File: src/upr_pkg.sv
// register map, field layouts, reset values and timing counts of the ulpi register bank
// assumes a single 40 MHz clock shared by every user of this package
package upr_pkg;

  // clock and transceiver reset timing
  localparam int UPR_CLK_PERIOD_NS = 25;
  localparam int UPR_CORE_RST_NS = 200;
  localparam int UPR_CORE_RST_CYC =
    (UPR_CORE_RST_NS + UPR_CLK_PERIOD_NS - 1) / UPR_CLK_PERIOD_NS;

  // register addresses, six bits wide
  localparam logic [5:0] UPR_ADDR_FUNC = 6'h04;
  localparam logic [5:0] UPR_ADDR_IFACE = 6'h07;
  localparam logic [5:0] UPR_ADDR_LINE = 6'h15;
  localparam logic [5:0] UPR_ADDR_SCRATCH = 6'h16;
  localparam logic [5:0] UPR_ADDR_ROUTE = 6'h19;
  localparam logic [5:0] UPR_ADDR_DRIVE = 6'h31;
  localparam logic [5:0] UPR_OFS_SET = 6'h01;
  localparam logic [5:0] UPR_OFS_CLR = 6'h02;

  // writable bits of each register, and the readable bits of the read-only line register
  localparam logic [7:0] UPR_MASK_FUNC = 8'h7F;
  localparam logic [7:0] UPR_MASK_IFACE = 8'h84;
  localparam logic [7:0] UPR_MASK_SCRATCH = 8'hFF;
  localparam logic [7:0] UPR_MASK_ROUTE = 8'h0C;
  localparam logic [7:0] UPR_MASK_DRIVE = 8'h07;
  localparam logic [7:0] UPR_MASK_LINE = 8'h03;

  // reset values
  localparam logic [7:0] UPR_RST_FUNC = 8'h41;
  localparam logic [7:0] UPR_RST_IFACE = 8'h00;
  localparam logic [7:0] UPR_RST_SCRATCH = 8'h00;
  localparam logic [7:0] UPR_RST_ROUTE = 8'h00;
  localparam logic [7:0] UPR_RST_DRIVE = 8'h00;
  localparam logic [7:0] UPR_UNMAPPED_READ = 8'h00;

  // field positions
  localparam int UPR_IFACE_PASS_BIT = 2;
  localparam int UPR_IFACE_PROT_OFF_BIT = 7;
  localparam int UPR_ROUTE_TX_BIT = 2;
  localparam int UPR_ROUTE_RX_BIT = 3;
  localparam int UPR_DRIVE_EDGE_BIT = 2;

  // speed and encoding codes
  localparam logic [1:0] UPR_SPEED_HS = 2'h0;
  localparam logic [1:0] UPR_SPEED_FS = 2'h1;
  localparam logic [1:0] UPR_SPEED_LS = 2'h3;
  localparam logic [1:0] UPR_ENC_NORMAL = 2'h0;
  localparam logic [1:0] UPR_ENC_NON_DRIVING = 2'h1;
  localparam logic [1:0] UPR_ENC_NO_STUFF = 2'h2;
  localparam logic [1:0] UPR_ENC_NO_SYNC_EOP = 2'h3;

  // transceiver function setup layout
  typedef struct packed {
    logic reserved;
    logic low_power_n;
    logic xcvr_reset;
    logic [1:0] transmit_encoding_mode;
    logic termination_select;
    logic [1:0] transceiver_speed_select;
  } upr_func_s;

  // register command from the ulpi front end
  typedef struct packed {
    logic wr;
    logic rd;
    logic [5:0] addr;
    logic [7:0] wdata;
  } upr_cmd_s;

  typedef enum logic [1:0] {UPR_ACC_NONE, UPR_ACC_WRITE, UPR_ACC_SET, UPR_ACC_CLEAR} upr_acc_e;

endpackage : upr_pkg

File: src/upr_reg_bank.sv
// ulpi transceiver control and status register bank with transceiver reset sequencer
// assumes a ulpi front end that decodes tx cmd bytes into one-cycle register commands
// What this block does
// - speed field selects hs 00, fs 01, fs for ls packets 11; 10 reserved.
// - termination select bit drives pull-up and hs termination control.
// - encoding mode bits 4:3 select normal, non-driving, or no stuffing/nrzi.
// - encoding mode 11 suppresses automatic sync and eop, hs packets only.
// - link setting transceiver reset bit raises dir and resets the core.
// - after core reset, dir drops and the reset bit clears itself.
// - after dir drops, dir rises again carrying an rx cmd update.
// - transceiver reset leaves interface logic and registers unchanged.
// - writing zero to low power bit enters low power mode.
// - leaving low power mode sets the low power bit back to one.
// - interface bit 2 switches interface into serial pass-through mode.
// - device clears pass-through bit when uart pass-through ends.
// - interface bit 7 zero enables bus protection; one disables its pulls.
// - read-only line register shows live line bits at 0 and 1, rest zero.
// - eight-bit scratch register, readable, writable, settable, clearable.
// - set/clear registers read at base to base+2, write base, set +1, clear +2.
// - routing bits act only while pass-through mode is set.
// - routing bit 2 sends data line 0 to the dm pin.
// - routing bit 3 sends dp pin to data line 1.
// - drive field selects full, three-quarter, half, quarter strength.
// - drive bit 2 selects slow edge rate at 0, fast at 1.
// - registers use a six-bit address carried in the tx cmd byte.
`timescale 1ns/1ps
module upr_reg_bank
  import upr_pkg::*;
#(
  parameter int CORE_RST_CYCLES = UPR_CORE_RST_CYC
) (
  input wire logic clk_sys_in,
  input wire logic rst_n_in,
  input wire logic reg_wr_in,
  input wire logic reg_rd_in,
  input wire logic [5:0] reg_addr_in,
  input wire logic [7:0] reg_wdata_in,
  input wire logic wake_in,
  input wire logic uart_exit_in,
  input wire logic line_level_bit0_in,
  input wire logic line_level_bit1_in,
  input wire logic dp_in,
  input wire logic data0_in,
  output logic [7:0] reg_rdata_out,
  output logic reg_rvalid_out,
  output logic [1:0] transceiver_speed_select_out,
  output logic termination_select_out,
  output logic [1:0] transmit_encoding_mode_out,
  output logic non_driving_out,
  output logic bit_stuff_off_out,
  output logic auto_sync_eop_off_out,
  output logic low_power_out,
  output logic serial_pass_through_mode_out,
  output logic protect_en_out,
  output logic pass_tx_route_out,
  output logic pass_rx_route_out,
  output logic dm_pass_out,
  output logic data1_pass_out,
  output logic [1:0] output_drive_level_out,
  output logic output_edge_rate_out,
  output logic dir_out,
  output logic core_rst_out,
  output logic rx_cmd_valid_out,
  output logic [7:0] rx_cmd_out
);

  initial begin
    if (CORE_RST_CYCLES < 1 || CORE_RST_CYCLES > 65535) begin
      $error("core reset cycles out of range");
    end
  end

  typedef enum {UPR_ST_IDLE, UPR_ST_CORE, UPR_ST_GAP, UPR_ST_NOTIFY} upr_state_e;

  upr_cmd_s cmd;
  upr_func_s func_reg;
  upr_func_s next_func_reg;
  logic [7:0] iface_reg;
  logic [7:0] next_iface_reg;
  logic [7:0] scratch_reg;
  logic [7:0] next_scratch_reg;
  logic [7:0] route_reg;
  logic [7:0] next_route_reg;
  logic [7:0] drive_reg;
  logic [7:0] next_drive_reg;
  logic [3:0] pins_sync;
  logic [1:0] line_sync;
  upr_state_e state;
  upr_state_e next_state;
  logic [15:0] rst_cnt;
  logic [15:0] next_rst_cnt;
  logic bus_free;
  logic acc_wr;
  logic acc_rd;
  upr_acc_e acc_func;
  upr_acc_e acc_iface;
  upr_acc_e acc_scratch;
  upr_acc_e acc_route;
  upr_acc_e acc_drive;
  logic rst_done;
  logic [7:0] next_rdata;
  logic next_rvalid;
  logic next_dir;
  logic next_core_rst;
  logic next_rx_cmd_valid;
  logic [7:0] next_rx_cmd;
  logic pass_mode;
  logic tx_route;
  logic rx_route;

  assign cmd = '{wr: reg_wr_in, rd: reg_rd_in, addr: reg_addr_in, wdata: reg_wdata_in};

  // pin inputs: line bits, dp and ulpi data line 0
  upr_sync #(
    .WIDTH(4)
  ) u_sync (
    .clk_sys_in(clk_sys_in),
    .rst_n_in(rst_n_in),
    .async_in({data0_in, dp_in, line_level_bit1_in, line_level_bit0_in}),
    .sync_out(pins_sync)
  );
  assign line_sync = pins_sync[1:0];

  // accesses during the reset sequence are dropped; the link may not drive then
  assign bus_free = (state == UPR_ST_IDLE);
  assign acc_wr = cmd.wr && bus_free;
  assign acc_rd = cmd.rd && bus_free;

  // six-bit address decode to write, set or clear
  function automatic upr_acc_e decode_acc(
    input logic [5:0] addr,
    input logic [5:0] base,
    input logic has_set_clr
  );
    upr_acc_e kind;
    kind = UPR_ACC_NONE;
    if (addr == base) begin
      kind = UPR_ACC_WRITE;
    end else if (has_set_clr && addr == base + UPR_OFS_SET) begin
      kind = UPR_ACC_SET;
    end else if (has_set_clr && addr == base + UPR_OFS_CLR) begin
      kind = UPR_ACC_CLEAR;
    end
    return kind;
  endfunction : decode_acc

  // reserved bits are masked so they hold their zero reset value
  function automatic logic [7:0] apply_acc(
    input logic [7:0] old,
    input logic [7:0] wdata,
    input upr_acc_e kind,
    input logic [7:0] mask
  );
    logic [7:0] res;
    res = old;
    case (kind)
      UPR_ACC_WRITE: res = wdata;
      UPR_ACC_SET: res = old | wdata;
      UPR_ACC_CLEAR: res = old & ~wdata;
      default: res = old;
    endcase
    return res & mask;
  endfunction : apply_acc

  always_comb begin
    acc_func = UPR_ACC_NONE;
    acc_iface = UPR_ACC_NONE;
    acc_scratch = UPR_ACC_NONE;
    acc_route = UPR_ACC_NONE;
    acc_drive = UPR_ACC_NONE;
    if (acc_wr) begin
      acc_func = decode_acc(cmd.addr, UPR_ADDR_FUNC, 1'b1);
      acc_iface = decode_acc(cmd.addr, UPR_ADDR_IFACE, 1'b1);
      acc_scratch = decode_acc(cmd.addr, UPR_ADDR_SCRATCH, 1'b1);
      acc_route = decode_acc(cmd.addr, UPR_ADDR_ROUTE, 1'b1);
      acc_drive = decode_acc(cmd.addr, UPR_ADDR_DRIVE, 1'b0);
    end
  end

  // register file
  always_comb begin
    next_func_reg = upr_func_s'(apply_acc(func_reg, cmd.wdata, acc_func, UPR_MASK_FUNC));
    next_iface_reg = apply_acc(iface_reg, cmd.wdata, acc_iface, UPR_MASK_IFACE);
    next_scratch_reg = apply_acc(scratch_reg, cmd.wdata, acc_scratch, UPR_MASK_SCRATCH);
    next_route_reg = apply_acc(route_reg, cmd.wdata, acc_route, UPR_MASK_ROUTE);
    next_drive_reg = apply_acc(drive_reg, cmd.wdata, acc_drive, UPR_MASK_DRIVE);
    // self clear at the end of the core reset; no write can land then
    if (rst_done) begin
      next_func_reg.xcvr_reset = 1'b0;
    end
    // wake applied last so it wins over a clear in the same cycle
    if (wake_in) begin
      next_func_reg.low_power_n = 1'b1;
    end
    // a write in the same cycle as the exit takes effect
    if (uart_exit_in && acc_iface == UPR_ACC_NONE) begin
      next_iface_reg[UPR_IFACE_PASS_BIT] = 1'b0;
    end
  end

  // only rst_n_in resets the registers; the core reset leaves them alone
  always_ff @(posedge clk_sys_in) begin
    if (!rst_n_in) begin
      func_reg <= upr_func_s'(UPR_RST_FUNC);
      iface_reg <= UPR_RST_IFACE;
      scratch_reg <= UPR_RST_SCRATCH;
      route_reg <= UPR_RST_ROUTE;
      drive_reg <= UPR_RST_DRIVE;
    end else begin
      func_reg <= next_func_reg;
      iface_reg <= next_iface_reg;
      scratch_reg <= next_scratch_reg;
      route_reg <= next_route_reg;
      drive_reg <= next_drive_reg;
    end
  end

  // read path, answer one cycle after the command
  always_comb begin
    next_rvalid = acc_rd;
    next_rdata = UPR_UNMAPPED_READ;
    if (!acc_rd) begin
      next_rdata = UPR_UNMAPPED_READ;
    end else if (cmd.addr >= UPR_ADDR_FUNC && cmd.addr <= UPR_ADDR_FUNC + UPR_OFS_CLR) begin
      next_rdata = func_reg & UPR_MASK_FUNC;
    end else if (cmd.addr >= UPR_ADDR_IFACE && cmd.addr <= UPR_ADDR_IFACE + UPR_OFS_CLR) begin
      next_rdata = iface_reg;
    end else if (cmd.addr == UPR_ADDR_LINE) begin
      next_rdata = {6'h00, line_sync} & UPR_MASK_LINE;
    end else if (cmd.addr >= UPR_ADDR_SCRATCH && cmd.addr <= UPR_ADDR_SCRATCH + UPR_OFS_CLR) begin
      next_rdata = scratch_reg;
    end else if (cmd.addr >= UPR_ADDR_ROUTE && cmd.addr <= UPR_ADDR_ROUTE + UPR_OFS_CLR) begin
      next_rdata = route_reg;
    end else if (cmd.addr == UPR_ADDR_DRIVE) begin
      next_rdata = drive_reg;
    end
  end

  always_ff @(posedge clk_sys_in) begin
    if (!rst_n_in) begin
      reg_rdata_out <= 8'h00;
      reg_rvalid_out <= 1'b0;
    end else begin
      reg_rdata_out <= next_rdata;
      reg_rvalid_out <= next_rvalid;
    end
  end

  // transceiver reset sequencer: dir high, core reset, one cycle low, rx cmd
  assign rst_done = (state == UPR_ST_CORE) && (rst_cnt == 16'h0001);

  always_comb begin
    next_state = state;
    next_rst_cnt = rst_cnt;
    next_dir = 1'b0;
    next_core_rst = 1'b0;
    next_rx_cmd_valid = 1'b0;
    next_rx_cmd = rx_cmd_out;
    case (state)
      UPR_ST_IDLE: begin
        if (func_reg.xcvr_reset) begin
          next_state = UPR_ST_CORE;
          next_rst_cnt = 16'(CORE_RST_CYCLES);
          next_dir = 1'b1;
          next_core_rst = 1'b1;
        end
      end
      UPR_ST_CORE: begin
        if (rst_done) begin
          next_state = UPR_ST_GAP;
          next_rst_cnt = 16'h0000;
        end else begin
          next_rst_cnt = rst_cnt - 16'h0001;
          next_dir = 1'b1;
          next_core_rst = 1'b1;
        end
      end
      UPR_ST_GAP: begin
        // line state carried in the low bits of the rx cmd update
        next_state = UPR_ST_NOTIFY;
        next_dir = 1'b1;
        next_rx_cmd_valid = 1'b1;
        next_rx_cmd = {6'h00, line_sync};
      end
      UPR_ST_NOTIFY: begin
        next_state = UPR_ST_IDLE;
      end
      default: begin
        next_state = UPR_ST_IDLE;
      end
    endcase
  end

  always_ff @(posedge clk_sys_in) begin
    if (!rst_n_in) begin
      state <= UPR_ST_IDLE;
      rst_cnt <= 16'h0000;
      dir_out <= 1'b0;
      core_rst_out <= 1'b0;
      rx_cmd_valid_out <= 1'b0;
      rx_cmd_out <= 8'h00;
    end else begin
      state <= next_state;
      rst_cnt <= next_rst_cnt;
      dir_out <= next_dir;
      core_rst_out <= next_core_rst;
      rx_cmd_valid_out <= next_rx_cmd_valid;
      rx_cmd_out <= next_rx_cmd;
    end
  end

  // control outputs, registered one cycle behind the register file
  assign pass_mode = iface_reg[UPR_IFACE_PASS_BIT];
  assign tx_route = pass_mode && route_reg[UPR_ROUTE_TX_BIT];
  assign rx_route = pass_mode && route_reg[UPR_ROUTE_RX_BIT];

  always_ff @(posedge clk_sys_in) begin
    if (!rst_n_in) begin
      transceiver_speed_select_out <= UPR_SPEED_FS;
      termination_select_out <= 1'b0;
      transmit_encoding_mode_out <= UPR_ENC_NORMAL;
      non_driving_out <= 1'b0;
      bit_stuff_off_out <= 1'b0;
      auto_sync_eop_off_out <= 1'b0;
      low_power_out <= 1'b0;
      serial_pass_through_mode_out <= 1'b0;
      protect_en_out <= 1'b1;
      pass_tx_route_out <= 1'b0;
      pass_rx_route_out <= 1'b0;
      dm_pass_out <= 1'b0;
      data1_pass_out <= 1'b0;
      output_drive_level_out <= 2'h0;
      output_edge_rate_out <= 1'b0;
    end else begin
      transceiver_speed_select_out <= func_reg.transceiver_speed_select;
      termination_select_out <= func_reg.termination_select;
      transmit_encoding_mode_out <= func_reg.transmit_encoding_mode;
      non_driving_out <= func_reg.transmit_encoding_mode == UPR_ENC_NON_DRIVING;
      bit_stuff_off_out <= func_reg.transmit_encoding_mode == UPR_ENC_NO_STUFF;
      // only honoured at high speed
      auto_sync_eop_off_out <= (func_reg.transmit_encoding_mode == UPR_ENC_NO_SYNC_EOP)
        && (func_reg.transceiver_speed_select == UPR_SPEED_HS);
      low_power_out <= !func_reg.low_power_n;
      serial_pass_through_mode_out <= pass_mode;
      protect_en_out <= !iface_reg[UPR_IFACE_PROT_OFF_BIT];
      pass_tx_route_out <= tx_route;
      pass_rx_route_out <= rx_route;
      dm_pass_out <= tx_route && pins_sync[3];
      data1_pass_out <= rx_route && pins_sync[2];
      output_drive_level_out <= drive_reg[1:0];
      output_edge_rate_out <= drive_reg[UPR_DRIVE_EDGE_BIT];
    end
  end

endmodule : upr_reg_bank

File: src/upr_sync.sv
// three-flop synchroniser bank for pin inputs
// assumes inputs are asynchronous to clk_sys_in; output moves when stages two and three agree
`timescale 1ns/1ps
module upr_sync #(
  parameter int WIDTH = 4
) (
  input wire logic clk_sys_in,
  input wire logic rst_n_in,
  input wire logic [WIDTH-1:0] async_in,
  output logic [WIDTH-1:0] sync_out
);

  initial begin
    if (WIDTH < 1) begin
      $error("upr_sync width must be at least one");
    end
  end

  genvar gi;
  generate
    for (gi = 0; gi < WIDTH; gi++) begin : g_bit
      logic s1;
      logic s2;
      logic s3;
      logic next_out;
      // s1 feeds s2 only, to keep metastability out of the compare
      always_comb begin
        next_out = sync_out[gi];
        if (s2 == s3) begin
          next_out = s3;
        end
      end
      always_ff @(posedge clk_sys_in) begin
        if (!rst_n_in) begin
          s1 <= 1'b0;
          s2 <= 1'b0;
          s3 <= 1'b0;
          sync_out[gi] <= 1'b0;
        end else begin
          s1 <= async_in[gi];
          s2 <= s1;
          s3 <= s2;
          sync_out[gi] <= next_out;
        end
      end
    end
  endgenerate

endmodule : upr_sync
File: config.mk
export PLATFORM = sky130hd
export DESIGN_NAME = upr_reg_bank
export DESIGN_NICKNAME = d
export VERILOG_FILES = /design/src/upr_pkg.sv /design/src/upr_reg_bank.sv /design/src/upr_sync.sv
export SDC_FILE = /design/constraint.sdc
export NUM_CORES = 1
export LEC_CHECK = 0
export BUFFER_PORTS_ARGS = -buffer_cell sky130_fd_sc_hd__buf_2
export CAP_MARGIN = 40
export CORE_AREA = 4 4 92 94
export CTS_BUF_LIST = sky130_fd_sc_hd__clkbuf_16
export CTS_CLUSTER_SIZE = 25
export DETAILED_ROUTE_END_ITERATION = 8
export DIE_AREA = 0 0 96 98
export PLACE_DENSITY = 0.71
export SLEW_MARGIN = 30
export SYNTH_ARGS = -nofsm -noshare
export SYNTH_HDL_FRONTEND = slang
export SYNTH_SLANG_ARGS = --single-unit
File: constraint.sdc
create_clock -name clk_sys_in -period 2.1 [get_ports clk_sys_in]
set_input_delay 0.21 -clock clk_sys_in [delete_from_list [all_inputs] [get_ports clk_sys_in]]
set_output_delay 0.21 -clock clk_sys_in [all_outputs]
set_load 0.1 [all_outputs]
# After elaboration in Yosys (flattened, before gate mapping)
# Cells that the tools add are included.
word_totals:
  ff_bits: 124
  latch_bits: 0
  ram_bits: 0
  mem_bits_ro: 0
  mem_count: 0
classes:
  n_addsub: 1
  mul: 0
  div: 0
  magnitude_cmp: 8
  eq_ne: 42
  shift: 0
  muxes: 40
  bitwise_logic: 13
  n_reduce_logical: 32
ops:
  columns: ["op", "n"]
  rows:
  - ["$pmux W32 S3", 1]
  - ["$eq A32 B2 Y1 const B", 2]
  - ["$logic_not A32 Y1", 2]
  - ["$mux W32", 2]
  - ["$pmux W8 S3", 2]
  - ["$eq A6 B5 Y1 const B", 7]
  - ["$mux W2", 17]
  - ["$eq A32 B1 Y1 const B", 1]
  - ["$mux W16", 2]
  - ["$pmux W16 S2", 1]
  - ["$eq A2 B2 Y1 const B", 12]
  - ["$eq A6 B3 Y1 const B", 4]
  - ["$mux W8", 3]
  - ["$pmux W7 S3", 1]
  - ["$and A8 B8 Y8", 2]
  - ["$eq A16 B1 Y1 const B", 1]
  - ["$or A8 B8 Y8", 2]
  - ["$sub A16 B1 Y16 const B", 1]
  - ["$reduce_bool A3 Y1", 5]
  - ["$logic_and A1 B1 Y1", 13]
  - ["$eq A2 B1 Y1 const B", 6]
  - ["$eq A6 B4 Y1 const B", 2]
  - ["$ge A6 B3 Y1 const B", 2]
  - ["$ge A6 B5 Y1 const B", 2]
  - ["28 further kinds", 43]

# Longest topological paths before layout
depth:
  depth_word: 8
  mapped_depth: 8

# Hierarchy
# From an unflattened synthesis, not the netlist that was laid out.
unflattened:
  cells_unflattened: 389
  area_unflattened_um2: 3736.1
by_module_without_submodules:
  columns: ["mod", "instances", "cells_per_inst", "area_per_inst_um2"]
  rows:
  - ["upr_reg_bank", 1, 348, 3254.4]
  - ["upr_sync", 1, 41, 481.7]

# Worst setup path after synthesis
# OpenSTA, ideal clock, no wires.
synth_timing:
  path_type: "register to register"
  from: "register state[0]"
  to: "register iface_reg[7]"
  arrival_time_ps: 1660
  t_required_ps: 1985
  path_slack_ps: 325
  path_stages_with_launch: 8
  period_less_slack_ps: 1775
  path_cell_list: "dfxtp_1 -> inv_1 -> ha_1 -> buf_2 -> nand3b_1 -> or3_1 -> o221a_1 -> o21a_1"
synth_between:
  elab_chain_len: 5
  word_cells_on_any_way: 8
  cone_classes: "eq/ne: 3; mux: 2; reduce/logical: 3"
synth_rtl:
  columns: ["element", "line", "source"]
  rows:
  - ["start: declaration", "upr_reg_bank.sv:88", "upr_state_e state;"]
  - ["start signal: assignment", "upr_reg_bank.sv:303", "state <= next_state;"]
  - ["$logic_not A32 Y1 *", "upr_reg_bank.sv:125", "assign bus_free = (state == UPR_ST_IDLE);"]
  - ["$logic_and A1 B1 Y1 *", "upr_reg_bank.sv:126", "assign acc_wr = cmd.wr && bus_free;"]
  - ["$mux W2 *", "upr_reg_bank.sv:171", "if (acc_wr) begin"]
  - ["$eq A2 B2 Y1 or $eq A2 B1 Y1 (tied branches)", "upr_reg_bank.sv:156", "case (kind)"]
  - ["$pmux W8 S3 or $reduce_bool A3 Y1 (tied branches)", null, null]
  - ["end signal: assignment", "upr_reg_bank.sv:211", "iface_reg <= next_iface_reg;"]
  - ["end: declaration", "upr_reg_bank.sv:78", "logic [7:0] iface_reg;"]
# Every way passes the cells marked *; elsewhere a longest branch is shown, timed or not.
# A chain may end at the register's enable or synchronous reset.

# Worst setup path after layout
layout_timing:
  from: "register state[0]"
  to: "register rst_cnt[15]"
layout_between:
  elab_chain_len: 4
  word_cells_on_any_way: 9
  cone_classes: "eq/ne: 3; mux: 2; reduce/logical: 4"
layout_rtl:
  columns: ["element", "line", "source"]
  rows:
  - ["$eq A32 B2 Y1", "upr_reg_bank.sv:250", "assign rst_done = (state == UPR_ST_CORE) && (rst_cnt == 16'h0001);"]
  - ["$logic_and A1 B1 Y1", "upr_reg_bank.sv:250", null]
  - ["$mux W16", "upr_reg_bank.sv:269", "if (rst_done) begin"]
  - ["$pmux W16 S2", "upr_reg_bank.sv:259", "case (state)"]
  - ["end signal: assignment", "upr_reg_bank.sv:304", "rst_cnt <= next_rst_cnt;"]
  - ["end: declaration", "upr_reg_bank.sv:90", "logic [15:0] rst_cnt;"]
# Parallel ways exist; a longest one is shown, timed or not.

==> results.py <==
metrics = {
    "run_status": {
        "status": "finished clean",
    },
    "detailed_routing": {
        "routed_wl_mm": 8.62,
        "first_iter_violations": 218,
        "wl_per_cell_um": 15.2,
        "antenna_left": 0,
        "first_pass_iters": 5,
        "routed_via_density": 5.64,
        "drc_errors": 0,
        "vias": 3193,
    },
    "cts": {
        "cts.sinks": 88,
        "post_cts_buffers": 0,
        "cts_buffers": 9,
        "htreeDepth": 3,
        "cts_buffer_depth": 2,
        "clockRootBuffer": "clkbuf_16",
        "clk_pin_slew_worst_paths_ps": 60,
        "cts.hold.buffers_added": 0,
        "clk_latency_ps": 340,
        "cts_tree": "built",
    },
    "pwr": {
        "pwr-share-seq": 0.447,
        "switchingPower_mw": 1.08,
        "p_int_mw": 2.82,
        "switching_share": 0.277,
        "ir_worst_vdd_v": 0.000435,
        "share_comb_of_total_power": 0.148,
        "power_density_nw_per_um2": 870,
        "cellLeakagePower_nw": 1.76,
        "clkPwrFrac": 0.405,
    },
    "floorplan": {
        "die_area_um2": 9410,
        "initial_utilization": 0.490,
        "die_w_um": 96,
        "fp-row-count": 32,
        "core_um2": 7650,
        "die_h_um": 98,
        "num_io_pins": 62,
    },
    "global_route": {
        "grt_max_degree": 24,
        "overflow": 0,
        "grt_use_met1": 0.240,
        "grt_pass1_vias": 2985,
        "grt_usage": 0.192,
        "grt_pass1_wl_mm": 14.2,
        "busiest_layer": "met2",
        "met2_usage": 0.315,
        "antenna_found_initial": 1,
        "use_met3": 0.0547,
    },
    "hold_path": {
        "hold_path.class": "in -> reg",
    },
    "place": {
        "dp_hpwl_mm": 6.16,
        "gp_congestion": 0.926,
        "io_buffers": 55,
        "place_area_um2": 4180,
    },
    "critical_path": {
        "required_ps": 2350,
        "cpPeakStageDelay_ps": 450,
        "cp.arrival_ps": 2210,
        "start_kind": "flop",
        "path_class": "reg -> reg",
        "worstPathMaxFanout": 10,
        "cp_slowest_cell": "or4_1",
        "end_kind": "flop",
        "crit_chain": "inv_1 > ha_1 > mux2_4 > nand3_1 > or4_1 > a211oi_2",
    },
    "final_layout": {
        "fillers": 676,
        "final_nets": 489,
        "area_growth_syn_to_layout_pct": 19.6,
        "final_area_um2": 4480,
        "seq_area_um2": 1760,
        "multi_input_area_um2": 1850,
        "n_antenna_cell": 0,
        "drive_gt1_frac": 0.226,
        "largest_reg_flops": 16,
    },
    "synth": {
        "synth_ff_type": "dfxtp_1",
        "async_flop_share": 0,
        "syn_inst": 394,
        "yosysWarnings": 0,
        "synth_top_area_frac": 0.470,
        "synth_commonest_cells": "dfxtp_1 (88), nand2_1 (29), and2_1 (23), nor2_1 (17)",
        "yosysMostFrequentCell": "dfxtp_1",
        "synth_edf_count": 0,
        "synth_area_leaders": "dfxtp_1 (47%), and2_1 (3.8%), nand2_1 (2.9%), a22oi_1 (2.6%), a211oi_1 (2.4%)",
        "synth_area_per_cell_um2": 9.51,
        "ys_types": 64,
        "ys_ff_latch": 88,
        "synth.largest_area_cell": "dfxtp_1",
        "ys_seq_area_frac": 0.470,
        "synth_area_um2": 3750,
    },
    "flow_run": {
        "drv_cap": 0,
    },
    "sta": {
        "hold_viol": 0,
        "period_minus_slack_ps": 1950,
        "fmax_mhz": 513,
        "fin_skew_ps": 8.74,
        "setup_viol": 0,
        "rsz0062_at_grt": "false",
        "slew_violations": 0,
        "finalCritPeriodShare": 0.929,
        "setup-tns-final_ps": 0,
    },
}
-- layer usage --
metal  up-vias  routed length (um)
met5         -                  12
met4         2                 213
met3        23                 614
met2       130                4220
met1      1473                3560
li1       1565                   -
-- through the flow --
stage,power (mW),cells,worst slack (ps),hold WS [ps],utilization
after detailed placement,2.35,550,91.2,393,0.547
final,3.90,566,150,65.8,0.586
after floorplan,2.20,399,325,310,-
after global routing,4.06,566,0.777,74.0,0.586
after global placement,2.35,550,164,388,0.547
after CTS,3.92,566,78.9,59.1,0.586
-- repair_timing --
item                                    in CTS  in global routing
hold endpoints to repair                     0                  0
endpoints found under the setup margin       0                  5
gates resized for setup                      0                  1
-- logic make-up (layout without fill, tap and decap cells) --
logic type / Yosys count / in the layout / synth area share
compound gates: 91 / 91 / 0.176
xor+xnor: 6 / 6 / 0.0140
fa+ha+maj: 6 / 6 / 0.0200
buf+inv: 35 / 100 / 0.0431
flops: 88 / 88 / 0.470
mux: 8 / 8 / 0.0217
other cells: 1 / 6 / 0.00100
simple gates: 159 / 159 / 0.254
-- critical path: cells and delay by family (launching register included) --
family                   cells  cell delay, ps
AND/OR/NAND/NOR              2             590
AO/OA/AOI/OAI                1             220
buffers and inverters        1              80
flip-flops                   1             380
adder cells (fa/ha/maj)      1             290
multiplexers                 1             300
-- final timing paths --
check	start	endpoint	slack, ps	cells after the start
worst max-delay path	state[0]$_SDFFE_PN0P_	rst_cnt[15]$_SDFFE_PN0P_	150	6
worst min-delay path	wake_in	func_reg[6]$_SDFFE_PP1P_	70	2
worst max register to register	state[0]$_SDFFE_PN0P_	rst_cnt[15]$_SDFFE_PN0P_	150	6
worst min register to register	iface_reg[7]$_SDFFE_PN0P_	protect_en_out$_SDFF_PN1_	410	1
-- cell usage in the layout (no fill, tap or decap), drive strengths merged, types with 3 or more instances in the layout --
| master | instances |
|---|---|
| dfxtp | 88 |
| buf | 73 |
| nand2 | 29 |
| and2 | 23 |
| nor2 | 17 |
| nor3 | 17 |
| o21ai | 16 |
| a21oi | 16 |
| inv | 14 |
| a22oi | 13 |
| a211oi | 13 |
| nand3 | 11 |
| nand4 | 9 |
| clkbuf | 9 |
| mux2i | 7 |
| nor2b | 7 |
| nor4 | 7 |
| o31ai | 6 |
| and3 | 6 |
| ha | 6 |
| conb | 6 |
| xor2 | 5 |
| nor3b | 5 |
| o211ai | 4 |
| a31oi | 4 |
| nand2b | 4 |
| or3 | 4 |
| a221oi | 4 |
| or4 | 3 |
| nand3b | 3 |
| o21a | 3 |
-- layout make-up --
cell class | instances | share of cell area
multi-input cells | 276 | 0.412
flip-flops and latches | 88 | 0.393
repair buffers | 73 | 0.0916
clock buffers | 9 | 0.0503
well taps | 102 | 0.0285
clock inverters | 7 | 0.0156
inverters | 11 | 0.00921
-- power by group through the flow --
stage / clock network, mW / registers (mW) / logic [mW]
final: 1.58 / 1.74 / 0.578
after global routing: 1.68 / 1.75 / 0.630
after floorplan: 0 / 1.86 / 0.338
after detailed placement: 0 / 1.78 / 0.572
after global placement: 0 / 1.78 / 0.567
after CTS: 1.61 / 1.74 / 0.574
(Power assumes the default switching activity.)
